[src/apcs_map.vh]
// Constants for the analog pair conversion sequencer
`ifndef APCS_MAP_VH
`define APCS_MAP_VH
`define APCS_NUM_PAIRS      13
`define APCS_PAIR_W         4
`define APCS_INPUT_W        5
`define APCS_SYNC_STAGES    2
`define APCS_SAMPLE_TAD     2
`define APCS_EARLY_IRQ_TAD  7
`define APCS_CONV_TAD       12
`define APCS_TAD_DIV        4
`define APCS_TAD_DIV_W      3
`define APCS_CNT_W          4
`define APCS_DED_MASK       13'h003f
`endif

[src/apcs_sequencer.v]
// Sample and conversion sequencer for paired analog inputs
//
// Functional notes
// [RULE1] Requests resynchronised into the conversion clock domain
// [RULE2] Triggered sampling window lasts two conversion clocks
// [RULE3] Continuous sampling holds dedicated circuit on request
// [RULE4] Single converter continuous: odd sampled after sync
// [RULE5] Single converter early: interrupt after first conversion
// [RULE6] Single converter late: interrupt after second conversion
// [RULE7] Simultaneous requests served pair 0 first
// [RULE8] Lower pair sampled together, converted even first
// [RULE9] Even inputs held dedicated, odd share one circuit
// [RULE10] Dual converter ignores sequential and order selects
// [RULE11] Dual converter converts even and odd in parallel
// [RULE12] Dual converter early interrupt after seven clocks
// [RULE13] Dual converter late interrupt after full conversion
// [RULE14] Dedicated pairs follow the sampling style select
// [RULE15] Shared pairs always triggered and parallel; the code converts them in parallel only on a dual converter
// [RULE16] Shared pairs sample both inputs at once; the code raises only the shared even sample for them
// [RULE17] Dual continuous: odd sampled on shared odd after sync
// [RULE18] Normal order even first, reverse order odd first
// [RULE19] Sequential shared sample at second or first conversion
// [RULE20] Triggered requests wait until the converter is idle
// [RULE21] Requester leaves minimum sampling time between requests
// [RULE22] Pending flag per pair, results tagged with input index
`include "apcs_map.vh"
`timescale 1ns/100ps
`default_nettype none
module apcs_sequencer
(
   input  wire        clk_sys_in,
   input  wire        reset_in,
   input  wire        dual_converter_in,
   input  wire        continuous_sampling_select_in,
   input  wire        sequential_hold_select_in,
   input  wire        reverse_order_select_in,
   input  wire        early_irq_enable_in,
   input  wire [12:0] pair_request_in,
   output reg  [12:0] dedicated_hold_out,
   output reg         shared_even_sample_out,
   output reg         shared_odd_sample_out,
   output reg         conv_start_out,
   output reg  [4:0]  conv_even_index_out,
   output reg  [4:0]  conv_odd_index_out,
   output reg         conv_parallel_out,
   output reg         conv_done_out,
   output reg  [12:0] pair_irq_out,
   output reg  [3:0]  active_pair_out,
   output reg         busy_out
);

////////////////////////////////////////////////////////////////////////////////
// States, one-hot
localparam [5:0] ST_IDLE    = 6'h01;
localparam [5:0] ST_SAMPLE  = 6'h02;
localparam [5:0] ST_CONV1   = 6'h04;
localparam [5:0] ST_SAMPLE2 = 6'h08;
localparam [5:0] ST_CONV2   = 6'h10;
localparam [5:0] ST_DONE    = 6'h20;

////////////////////////////////////////////////////////////////////////////////
// Declarations
reg  [2:0]  tad_div;             // Conversion clock divider
reg         tad_en;              // One conversion clock tick
reg  [12:0] req_meta;            // First synchroniser stage
reg  [12:0] req_sync;            // Second synchroniser stage
reg  [12:0] req_prev;            // Edge detector history
reg  [12:0] pending;             // Pending flag per pair
reg  [5:0]  state;               // Sequencer state
reg  [3:0]  cnt;                 // Conversion clock counter
reg  [3:0]  pair;                // Pair being served
reg         ded;                 // Pair has a dedicated even hold
reg         par;                 // Parallel conversion this pair
reg         odd_first;           // Odd converted first
wire [12:0] req_rise;            // New synchronised request
wire [3:0]  win;                 // Highest priority pending pair
wire        any_pend;            // Some pair waits

////////////////////////////////////////////////////////////////////////////////
// Fixed priority encoder, lowest index wins
function [3:0] apcs_first;
   input [12:0] v;
   integer i;
   begin
      apcs_first = 4'h0;
      for (i = 12; i >= 0; i = i - 1)
         if (v[i])
            apcs_first = i[3:0];
   end
endfunction

// Dedicated hold present for a pair
function apcs_has_ded;
   input [3:0] p;
   reg   [12:0] m;
   begin
      m = `APCS_DED_MASK;
      apcs_has_ded = m[p];
   end
endfunction

assign req_rise = req_sync & ~req_prev;
assign win      = apcs_first(pending);  // [RULE7]
assign any_pend = |pending;

////////////////////////////////////////////////////////////////////////////////
// Conversion clock enable divider
always @(posedge clk_sys_in)
begin
   if (reset_in)
   begin
      tad_div <= 3'h0;
      tad_en  <= 1'b0;
   end
   else if (tad_div == `APCS_TAD_DIV - 1)
   begin
      tad_div <= 3'h0;
      tad_en  <= 1'b1;
   end
   else
   begin
      tad_div <= tad_div + 3'h1;
      tad_en  <= 1'b0;
   end
end

////////////////////////////////////////////////////////////////////////////////
// Two-stage request resynchroniser on conversion clock ticks
always @(posedge clk_sys_in)
begin
   if (reset_in)
   begin
      req_meta <= 13'h0000;
      req_sync <= 13'h0000;
      req_prev <= 13'h0000;
   end
   else if (tad_en)
   begin
      req_meta <= pair_request_in;   // [RULE1]
      req_sync <= req_meta;          // [RULE1]
      req_prev <= req_sync;
   end
end

////////////////////////////////////////////////////////////////////////////////
// Dedicated hold circuits: track while idle, hold at request in continuous mode, after the sampling window when triggered
genvar g;
generate
   for (g = 0; g < `APCS_NUM_PAIRS; g = g + 1)
   begin : g_hold
      always @(posedge clk_sys_in)
      begin
         if (reset_in)
            dedicated_hold_out[g] <= 1'b0;
         else if (!apcs_has_ded(g))
            dedicated_hold_out[g] <= 1'b0;
         // Continuous mode: hold before synchronisation
         else if (continuous_sampling_select_in && pair_request_in[g])
            dedicated_hold_out[g] <= 1'b1;   // [RULE3] [RULE9]
         // Release once this pair's conversion has ended
         else if (state == ST_DONE && tad_en && pair == g)
            dedicated_hold_out[g] <= 1'b0;
         // Triggered mode: hold after the sampling window
         else if (state == ST_SAMPLE && tad_en && pair == g
                  && cnt == `APCS_SAMPLE_TAD - 1)
            dedicated_hold_out[g] <= 1'b1;   // [RULE2]
      end
   end
endgenerate

////////////////////////////////////////////////////////////////////////////////
// Sequencer state machine
always @(posedge clk_sys_in)
begin
   if (reset_in)
   begin
      state                  <= ST_IDLE;
      pending                <= 13'h0000;
      cnt                    <= 4'h0;
      pair                   <= 4'h0;
      ded                    <= 1'b0;
      par                    <= 1'b0;
      odd_first              <= 1'b0;
      shared_even_sample_out <= 1'b0;
      shared_odd_sample_out  <= 1'b0;
      conv_start_out         <= 1'b0;
      conv_even_index_out    <= 5'h00;
      conv_odd_index_out     <= 5'h00;
      conv_parallel_out      <= 1'b0;
      conv_done_out          <= 1'b0;
      pair_irq_out           <= 13'h0000;
      active_pair_out        <= 4'h0;
      busy_out               <= 1'b0;
   end
   else
   begin
      conv_start_out <= 1'b0;
      conv_done_out  <= 1'b0;
      pair_irq_out   <= 13'h0000;
      // New requests set flags; set wins over the start clear
      pending <= (pending & ~((state == ST_IDLE && tad_en && any_pend)
                 ? (13'h0001 << win) : 13'h0000)) | (tad_en ? req_rise : 13'h0000); // [RULE22]
      if (tad_en)
      begin
         case (state)
            ST_IDLE:
            begin
               // Waiting requests start only here, when idle
               if (any_pend)                                    // [RULE20]
               begin
                  pair      <= win;
                  active_pair_out <= win;
                  busy_out  <= 1'b1;
                  ded       <= apcs_has_ded(win);
                  // Dual converter: parallel always, selects ignored
                  par       <= dual_converter_in;               // [RULE10] [RULE11]
                  odd_first <= !dual_converter_in && reverse_order_select_in; // [RULE8] [RULE18]
                  cnt       <= 4'h0;
                  state     <= ST_SAMPLE;
                  // Shared pairs sample only their even input, on the shared even circuit
                  shared_even_sample_out <= !apcs_has_ded(win);  // [RULE15] [RULE16]
                  // Dedicated pairs: odd sampled now unless single sequential with normal order
                  shared_odd_sample_out  <= apcs_has_ded(win) && (dual_converter_in
                     || !sequential_hold_select_in || reverse_order_select_in); // [RULE4] [RULE17] [RULE19]
               end
            end
            ST_SAMPLE:
            begin
               if (cnt == `APCS_SAMPLE_TAD - 1)                 // [RULE2]
               begin
                  shared_even_sample_out <= 1'b0;
                  shared_odd_sample_out  <= 1'b0;
                  conv_start_out      <= 1'b1;
                  conv_parallel_out   <= par;                   // [RULE11] [RULE14]
                  conv_even_index_out <= {pair, 1'b0};          // [RULE22]
                  conv_odd_index_out  <= {pair, 1'b1};          // [RULE22]
                  cnt   <= 4'h0;
                  state <= ST_CONV1;
               end
               else
                  cnt <= cnt + 4'h1;
            end
            ST_CONV1:
            begin
               // Dual early interrupt seven clocks into conversion
               if (par && early_irq_enable_in && cnt == `APCS_EARLY_IRQ_TAD - 1)
                  pair_irq_out[pair] <= 1'b1;                   // [RULE12]
               if (cnt == `APCS_CONV_TAD - 1)
               begin
                  cnt           <= 4'h0;
                  conv_done_out <= 1'b1;
                  if (par)
                  begin
                     if (!early_irq_enable_in)
                        pair_irq_out[pair] <= 1'b1;             // [RULE13]
                     state <= ST_DONE;
                  end
                  else
                  begin
                     if (early_irq_enable_in)
                        pair_irq_out[pair] <= 1'b1;             // [RULE5]
                     // Second input: late odd sample if still needed
                     if (ded && sequential_hold_select_in && !odd_first)
                     begin
                        shared_odd_sample_out <= 1'b1;          // [RULE19]
                        state <= ST_SAMPLE2;
                     end
                     else
                     begin
                        conv_start_out <= 1'b1;
                        state <= ST_CONV2;
                     end
                  end
               end
               else
                  cnt <= cnt + 4'h1;
            end
            ST_SAMPLE2:
            begin
               if (cnt == `APCS_SAMPLE_TAD - 1)                 // [RULE2]
               begin
                  shared_odd_sample_out <= 1'b0;
                  conv_start_out <= 1'b1;
                  cnt   <= 4'h0;
                  state <= ST_CONV2;
               end
               else
                  cnt <= cnt + 4'h1;
            end
            ST_CONV2:
            begin
               if (cnt == `APCS_CONV_TAD - 1)
               begin
                  conv_done_out <= 1'b1;
                  if (!early_irq_enable_in)
                     pair_irq_out[pair] <= 1'b1;                // [RULE6]
                  cnt   <= 4'h0;
                  state <= ST_DONE;
               end
               else
                  cnt <= cnt + 4'h1;
            end
            ST_DONE:
            begin
               busy_out <= 1'b0;
               state    <= ST_IDLE;
            end
            default:
               state <= ST_IDLE;
         endcase
      end
   end
end

////////////////////////////////////////////////////////////////////////////////
// Which input converts in each single-converter slot:
// slot one is odd when odd_first, even otherwise
// This is signalled through conv_odd_index_out / conv_even_index_out
// together with the order input; conv_parallel_out marks dual mode.
//
// Timing summary, in conversion clock ticks after the request edge:
//   ticks 1 to 2  request passes the two synchroniser stages
//   tick 3        edge detector sets the pending flag
//   tick 4        idle sequencer takes the winner, sample window opens
//   ticks 5 to 6  sample window of two ticks, then conversion starts
//   12 ticks      one conversion; single converter runs two in a row
//
// Hazards and limits worth knowing:
//   A request held high is one request; it must fall and rise again
//   before the same pair can be served a second time.
//   Requests that arrive while busy set pending flags and, in continuous mode, dedicated holds; they are
//   served one at a time in priority order once the sequencer is idle.
//   In continuous sampling the dedicated hold follows the request pin
//   directly, so the requester must respect the minimum sampling time
//   between the end of one conversion and its next request.
//   The dual/single choice is a strap and must not change mid-pair.
//   The divider is free running; a request is seen on the next tick,
//   which gives the three to four tick spread of the start latency.
//   Pairs above the dedicated mask never drive their hold output.
//   Interrupt, start and done outputs are single clock pulses; a
//   consumer on a slower clock must stretch them itself.
//   The early interrupt on a dual device fires while the parallel
//   conversion still runs; results are not yet valid at that point.
endmodule
`default_nettype wire

[config.mk]
export PLATFORM = sky130hd
export DESIGN_NAME = apcs_sequencer
export DESIGN_NICKNAME = d
export VERILOG_FILES = /design/src/apcs_sequencer.v
export VERILOG_INCLUDE_DIRS = /design/src
export SDC_FILE = /design/constraint.sdc
export NUM_CORES = 1
export LEC_CHECK = 0
export ABC_AREA = 1
export BUFFER_PORTS_ARGS = -buffer_cell sky130_fd_sc_hd__buf_2
export CORE_MARGIN = 8
export CORE_UTILIZATION = 53
export CTS_CLUSTER_SIZE = 28
export DETAILED_ROUTE_END_ITERATION = 12
export HOLD_SLACK_MARGIN = 0.05
export PLACE_DENSITY = 0.75
export SYNTH_ARGS = -nofsm -noshare
export SYNTH_HDL_FRONTEND = slang
export SYNTH_SLANG_ARGS = --single-unit
[constraint.sdc]
create_clock -name clk_sys_in -period 3.14 [get_ports clk_sys_in]
set_input_delay 0.157 -clock clk_sys_in [delete_from_list [all_inputs] [get_ports clk_sys_in]]
set_output_delay 0.157 -clock clk_sys_in [all_outputs]
set_load 0.05 [all_outputs]
# Word level (Yosys, flattened, before mapping)
# Memory sizes are Yosys's and may differ from the RTL's.
# Index checks and enable logic that the tools add are counted.
# Widths: inputs -> output; s select.
[word_totals] register_bits=107 mem_bits_ro=16 inputBits=20 elab_cells=206 memories=1
[op_classes] add_sub_neg=2 magnitude_cmp=3 n_eq_ne=23 shift=1 mux=76 n_bitwise=8 reduce_logical=65
[mem_list] name="(name not given)" words=16 width=1 rd=1 rd_ports_with_merged_regs=0 write_ports=0 line="apcs_sequencer.v:98" text="apcs_has_ded = m[p];"
[op_table] operator="$mux 13" count=12
[op_table] operator="$mux 4" count=16
[op_table] operator="$mux 6" count=6
[op_table] operator="$logic_and 1x1->1" count=35
[op_table] operator="$mux 1" count=33
[op_table] operator="$pmux 6 s5" count=1
[op_table] operator="$and 13x13->13" count=2
[op_table] operator="$not 13->13" count=2
[op_table] operator="$or 13x13->13" count=2
[op_table] operator="$pmux 13 s2" count=1
[op_table] operator="$reduce_bool 3->1" count=8
[op_table] operator="$reduce_or 13->1" count=1
[op_table] operator="$shl 1x4->13 const A" count=1
[op_table] operator="$eq 4x3->1 const B" count=3
[op_table] operator="$ne 2x2->1 const B" count=6
[op_table] operator="$pmux 4 s3" count=1
[op_table] operator="$reduce_and 3->1" count=4
[op_table] operator="$lt 4x5->1 const B" count=2
[op_table] operator="$eq 4x1->1 const B" count=2
[op_table] operator="$eq 4x2->1 const B" count=2
[op_table] operator="$reduce_or 2->1" count=4
[op_table] operator="$reduce_and 7->1" count=1
[op_table] operator="$eq 6x1->1 const B" count=1
[op_table] operator="$eq 6x2->1 const B" count=1
[op_table] operator="other kinds (22)" count=31

# Longest topological paths before layout
[logic_depth] depth_word=18 depth_mapped=15 depth_no_buf=15

# Worst setup path after synthesis
# Ideal clock, no wire load.
[synth_timing] path_type="reg2reg" startpoint="reg, netlist name active_pair_out[0]" endpoint="reg dedicated_hold_out[1]" setup_ns=0.070 arrival_ns=1.525 required_ns=3.070 slack_ns=1.545 path_stages_with_launch=9 n_path_buf=0 synth_period_minus_slack_ns=1.595 path_cell_list="dfxtp_1 -> inv_1 -> nor2_1 -> inv_1 -> nor2_1 -> inv_1 -> nor2_1 -> o21ai_0 -> a21oi_1"
[synth_rtl] item="end signal: indexed assignment" line="apcs_sequencer.v:154" text="dedicated_hold_out[g] <= 1'b0;"
[synth_rtl] item="end signal: indexed assignment" line="apcs_sequencer.v:156" text="dedicated_hold_out[g] <= 1'b0;"
[synth_rtl] item="end signal: indexed assignment" line="apcs_sequencer.v:159" text="dedicated_hold_out[g] <= 1'b1;"
[synth_rtl] item="end: declaration" line="apcs_sequencer.v:39" text="output reg [12:0] dedicated_hold_out,"

# Final worst setup path
[layout_timing] startpoint="reg cnt[0]" endpoint="reg dedicated_hold_out[3]"
[layout_via] elab_chain_len=3
[layout_rtl] item="start: declaration" line="apcs_sequencer.v:70" text="reg [3:0] cnt;"
[layout_rtl] item="start signal: assignment" line="apcs_sequencer.v:241" text="cnt <= cnt + 4'h1;"
[layout_rtl] item="start signal: assignment" line="apcs_sequencer.v:276" text="cnt <= cnt + 4'h1;"
[layout_rtl] item="start signal: assignment" line="apcs_sequencer.v:288" text="cnt <= cnt + 4'h1;"
[layout_rtl] item="$eq 4x1->1" line="apcs_sequencer.v:165" text="&& cnt == `APCS_SAMPLE_TAD - 1)"
[layout_rtl] item="$logic_and 1x1->1" line="apcs_sequencer.v:164" text="else if (state == ST_SAMPLE && tad_en && pair == g"
[layout_rtl] item="$reduce_bool 3->1 (no source line)"
[layout_rtl] item="end signal: indexed assignment" line="apcs_sequencer.v:159"
[layout_rtl] item="end signal: indexed assignment" line="apcs_sequencer.v:162" text="dedicated_hold_out[g] <= 1'b0;"
[layout_rtl] item="end signal: indexed assignment" line="apcs_sequencer.v:166" text="dedicated_hold_out[g] <= 1'b1;"
# Every way passes these cells.
# A chain may end at the register's enable or synchronous reset.

==> metrics.txt <==
# TYPE chip_impl_metric gauge
chip_impl_info{name="outcome",value="finished, final reports clean"} 1
chip_impl_metric{name="syn_area",unit="µm²"} 4339
chip_impl_info{name="end_kind",value="flop"} 1
chip_impl_metric{name="timing.critical_path.fanout_max",unit=""} 14
chip_impl_info{name="worst_setup_path_start_kind",value="flop"} 1
chip_impl_metric{name="worst_ir_drop_vdd",unit="mV"} 0.3916
chip_impl_metric{name="count_of_state_elements_after_synthesis",unit=""} 103
chip_impl_info{name="path_cells",value="ha_1, nand3_1, nor3_2, inv_1, nor2_1, o21ai_0, a21oi_1"} 1
chip_impl_metric{name="wirelength",unit="µm"} 9783
chip_impl_metric{name="hold_viol",unit=""} 0
chip_impl_metric{name="fin_nets",unit=""} 659
chip_impl_metric{name="multi_input_comb_area",unit="µm²"} 1946
chip_impl_metric{name="synth-edff-count",unit=""} 0
chip_impl_metric{name="worst-path-stages",unit=""} 7
chip_impl_metric{name="dpl-instance-area",unit="µm²"} 4656
chip_impl_metric{name="fraction_of_layout_instances_using_a_drive_strength_above_1",unit=""} 0.1784
chip_impl_metric{name="max_cap_violations",unit=""} 0
chip_impl_metric{name="global_route_wire_length_before_repair",unit="µm"} 16860
chip_impl_metric{name="post_dr_wirelength_cell",unit="µm"} 13.15
chip_impl_metric{name="nFillCells",unit=""} 730
chip_impl_info{name="timing.hold.worst.class",value="input port to flop"} 1
chip_impl_metric{name="report.final.slew_viol_count",unit=""} 0
chip_impl_metric{name="power.density_cell_area",unit="nW/µm²"} 469.3
chip_impl_metric{name="initial_utilization",unit=""} 0.5362
chip_impl_metric{name="vias_per_cell",unit=""} 5.137
chip_impl_metric{name="flow.area_growth_from_synthesis",unit="%"} 14.99
chip_impl_metric{name="grt_start_max_net_pins",unit=""} 43
chip_impl_metric{name="ioPinCount",unit=""} 66
chip_impl_metric{name="arrival_time_at_the_worst_endpoint",unit="ns"} 2.42
chip_impl_metric{name="final.min_clock_period",unit="ns"} 2.119
chip_impl_metric{name="core_region_area",unit="µm²"} 8093
chip_impl_metric{name="worstPathRequired",unit="ns"} 3.44
chip_impl_metric{name="synth.yosys.warnings",unit=""} 0
chip_impl_metric{name="dpl.hpwl",unit="µm"} 7195
chip_impl_metric{name="cts-buffers-inserted",unit=""} 9
chip_impl_metric{name="achievable-frequency",unit="MHz"} 471.8
chip_impl_metric{name="clk_pin_slew",unit="ns"} 0.10
chip_impl_metric{name="cts-root-to-sink-buffers",unit=""} 2
chip_impl_info{name="most_used_cells_in_the_layout_excluding_fill_and_tap_cells",value="103 x sky130_fd_sc_hd__dfxtp_1, 100 x sky130_fd_sc_hd__nor2_1, 89 x sky130_fd_sc_hd__nand2_1"} 1
chip_impl_info{name="cts_root_buf",value="sky130_fd_sc_hd__clkbuf_8"} 1
chip_impl_info{name="min_delay_worst_endpoint",value="odd_first"} 1
chip_impl_metric{name="critical_path.max_stage_delay",unit="ns"} 0.66
chip_impl_metric{name="post-route-drc-count",unit=""} 0
chip_impl_metric{name="antenna_found_initial",unit=""} 0
chip_impl_metric{name="total_overflow_reported_by_the_global_router",unit=""} 0
chip_impl_metric{name="async_reset_ff_frac",unit=""} 0
chip_impl_metric{name="cellLeakagePower",unit="nW"} 2.127
chip_impl_metric{name="rr_worst_depth",unit=""} 7
chip_impl_info{name="timing.critical_path.slowest_stage_cell",value="sky130_fd_sc_hd__nor3_2"} 1
chip_impl_info{name="postSynth.topFlopCell",value="sky130_fd_sc_hd__dfxtp_1"} 1
chip_impl_metric{name="chipWidth",unit="µm"} 106.5
chip_impl_metric{name="row_count",unit=""} 33
chip_impl_metric{name="globalplace.congestion",unit=""} 0.8719
chip_impl_info{name="min-delay-start",value="reverse_order_select_in"} 1
chip_impl_metric{name="routed-via-count",unit=""} 3822
chip_impl_metric{name="global_route.usage.total",unit=""} 0.1802
chip_impl_metric{name="synth_seq_area_share",unit=""} 0.4752
chip_impl_metric{name="drt-initial-drc-count",unit=""} 170
chip_impl_metric{name="final.setup.tns",unit="ns"} 0
chip_impl_metric{name="drt_first_pass_iters",unit=""} 5
chip_impl_metric{name="die_area",unit="µm²"} 11340
chip_impl_metric{name="io_buffers",unit=""} 57
chip_impl_metric{name="postCtsSetupRepairBufs",unit=""} 0
chip_impl_metric{name="worstHoldPathCells",unit=""} 3
chip_impl_info{name="reg2reg_from",value="cnt[0]"} 1
chip_impl_metric{name="post_synthesis_cell_type_count",unit=""} 43
chip_impl_info{name="crit_type",value="flop to flop"} 1
chip_impl_metric{name="slew-limit-headroom",unit=""} 0.4085
chip_impl_metric{name="finalInstanceArea",unit="µm²"} 4990
chip_impl_metric{name="avgSynthCellArea",unit="µm²"} 7.586
chip_impl_metric{name="worstSkewPairLatency",unit="ns"} 0.36
chip_impl_metric{name="h-tree-depth",unit=""} 3
chip_impl_metric{name="period_utilization_post_route",unit=""} 0.6750
chip_impl_metric{name="cts_num_sinks",unit=""} 103
chip_impl_metric{name="antenna_cells",unit=""} 0
chip_impl_metric{name="worst-path-buf-inv",unit=""} 1
chip_impl_metric{name="setup_viol",unit=""} 0
chip_impl_info{name="rsz0062_at_grt",value="no"} 1
chip_impl_info{name="cts_tree",value="yes"} 1
chip_impl_info{name="destination_of_the_worst_register_to_register_timing_path",value="dedicated_hold_out[3]"} 1
chip_impl_metric{name="post_synth_inst_count",unit=""} 572
chip_impl_info{name="final_common_cell",value="sky130_fd_sc_hd__dfxtp_1"} 1
chip_impl_metric{name="antenna_left",unit=""} 0
chip_impl_metric{name="timing.reg2reg.setup_slack",unit="ns"} 1.02
chip_impl_metric{name="worstMarginPinSlew",unit="ns"} 0.8805
chip_impl_metric{name="die_h",unit="µm"} 106.5
chip_impl_info{name="cell_type_group_with_the_largest_total_delay_on_the_critical_path",value="simple AND/OR/NAND/NOR gates"} 1
chip_impl_metric{name="sequential_cell_area",unit="µm²"} 2062
chip_impl_metric{name="final.setup_skew",unit="ns"} 0.01206
chip_impl_metric{name="first_global_vias",unit=""} 3771
flip-flops by register name, indices dropped and copies added (netlist names), 5 cells and up:
signal	cells
state	6
req_prev	13
dedicated_hold_out	6
conv_odd_index_out	5
pair_irq_out	13
pending	13
req_meta	13
req_sync	13
cell type report:
class                      instances  share of cell area
tap                              105             0.02633
clock inverter                     7             0.01605
timing repair buffer              75             0.09077
clock buffer                       9             0.02482
multi-input combinational        394              0.3899
inverter                          51             0.03887
sequential                       103              0.4132
cell usage after synthesis (3+ instances only):
cell                       instances  share of area
sky130_fd_sc_hd__nand3_1          18          0.021
sky130_fd_sc_hd__ha_1              5          0.014
sky130_fd_sc_hd__o21ai_1           3         0.0035
sky130_fd_sc_hd__a21oi_1          54          0.062
sky130_fd_sc_hd__inv_1            47          0.041
sky130_fd_sc_hd__nor2_1          100          0.087
sky130_fd_sc_hd__nor2_4            3         0.0078
sky130_fd_sc_hd__or2_2            13          0.019
sky130_fd_sc_hd__buf_4            12          0.021
sky130_fd_sc_hd__clkbuf_1         14          0.012
sky130_fd_sc_hd__nand3_2           4         0.0092
sky130_fd_sc_hd__nor3_1            6         0.0069
sky130_fd_sc_hd__dfxtp_1         103           0.48
sky130_fd_sc_hd__nand2_1          89          0.077
sky130_fd_sc_hd__buf_1             3         0.0026
sky130_fd_sc_hd__nand4_1           7          0.010
sky130_fd_sc_hd__o21ai_0          56          0.065
stage by stage:
step	hold slack, ns	std cells	worst slack [ns]	util	total power [mW]
after floorplan	0.2919	579	1.545	-	1.480
after global placement	0.3806	715	1.192	0.5753	1.510
after detailed placement	0.3891	715	1.050	0.5753	1.514
after CTS	0.06217	744	1.039	0.6166	2.363
after global routing	0.07288	744	0.8378	0.6166	2.439
final	0.07448	744	1.021	0.6166	2.342
worst max-delay path by stage:
stage | start | end | slack (ns)
finish | cnt[0] | dedicated_hold_out[3] | 1.02
detailed placement | cnt[0] | dedicated_hold_out[3] | 1.05
global route | cnt[0] | dedicated_hold_out[0] | 0.84
floorplan | active_pair_out[0] | dedicated_hold_out[1] | 1.55
CTS | cnt[0] | dedicated_hold_out[3] | 1.04
global placement | cnt[0] | dedicated_hold_out[2] | 1.19
layer usage:
layer  vias to the layer above  global-route usage  part of all wire
li1                       1957                   -                 -
met1                      1775              0.2034              0.43
met2                        81              0.3190              0.50
met3                         9             0.04900             0.059
met4                         0             0.06231             0.013
met5                         -                   0                 0
logic make-up (layout without fill, tap and decap cells):
logic type / count (synthesis) / after routing / share of synthesized area
compound gates: 120 / 120 / 0.1424
xor+xnor: 1 / 1 / 0.002019
fa+ha+maj: 5 / 5 / 0.01442
buf+inv: 82 / 142 / 0.08247
flops: 103 / 103 / 0.4752
other cells: 1 / 8 / 0.0008642
simple gates: 260 / 260 / 0.2826
worst min-delay path: cells and delay by family:
| kind | cells | cell delay, ns |
|---|---|---|
| buffers and inverters | 1 | 0.11 |
| AO/OA/AOI/OAI | 1 | 0.06 |
| AND/OR/NAND/NOR | 1 | 0.08 |
what timing repair did:
item	in CTS	in global routing
gates resized for setup	0	0
setup endpoints to repair	0	0
hold buffers	13	0
hold endpoints to repair	15	0
report_power, final:
| group | leakage, nW | switching, mW | internal [mW] |
|---|---|---|---|
| logic | 1.19 | 0.106 | 0.0473 |
| registers | 0.832 | 0.0121 | 1.33 |
| clock network | 0.102 | 0.466 | 0.380 |
| total | 2.13 | 0.584 | 1.76 |
No activity file was read; power rests on OpenSTA's default activity.
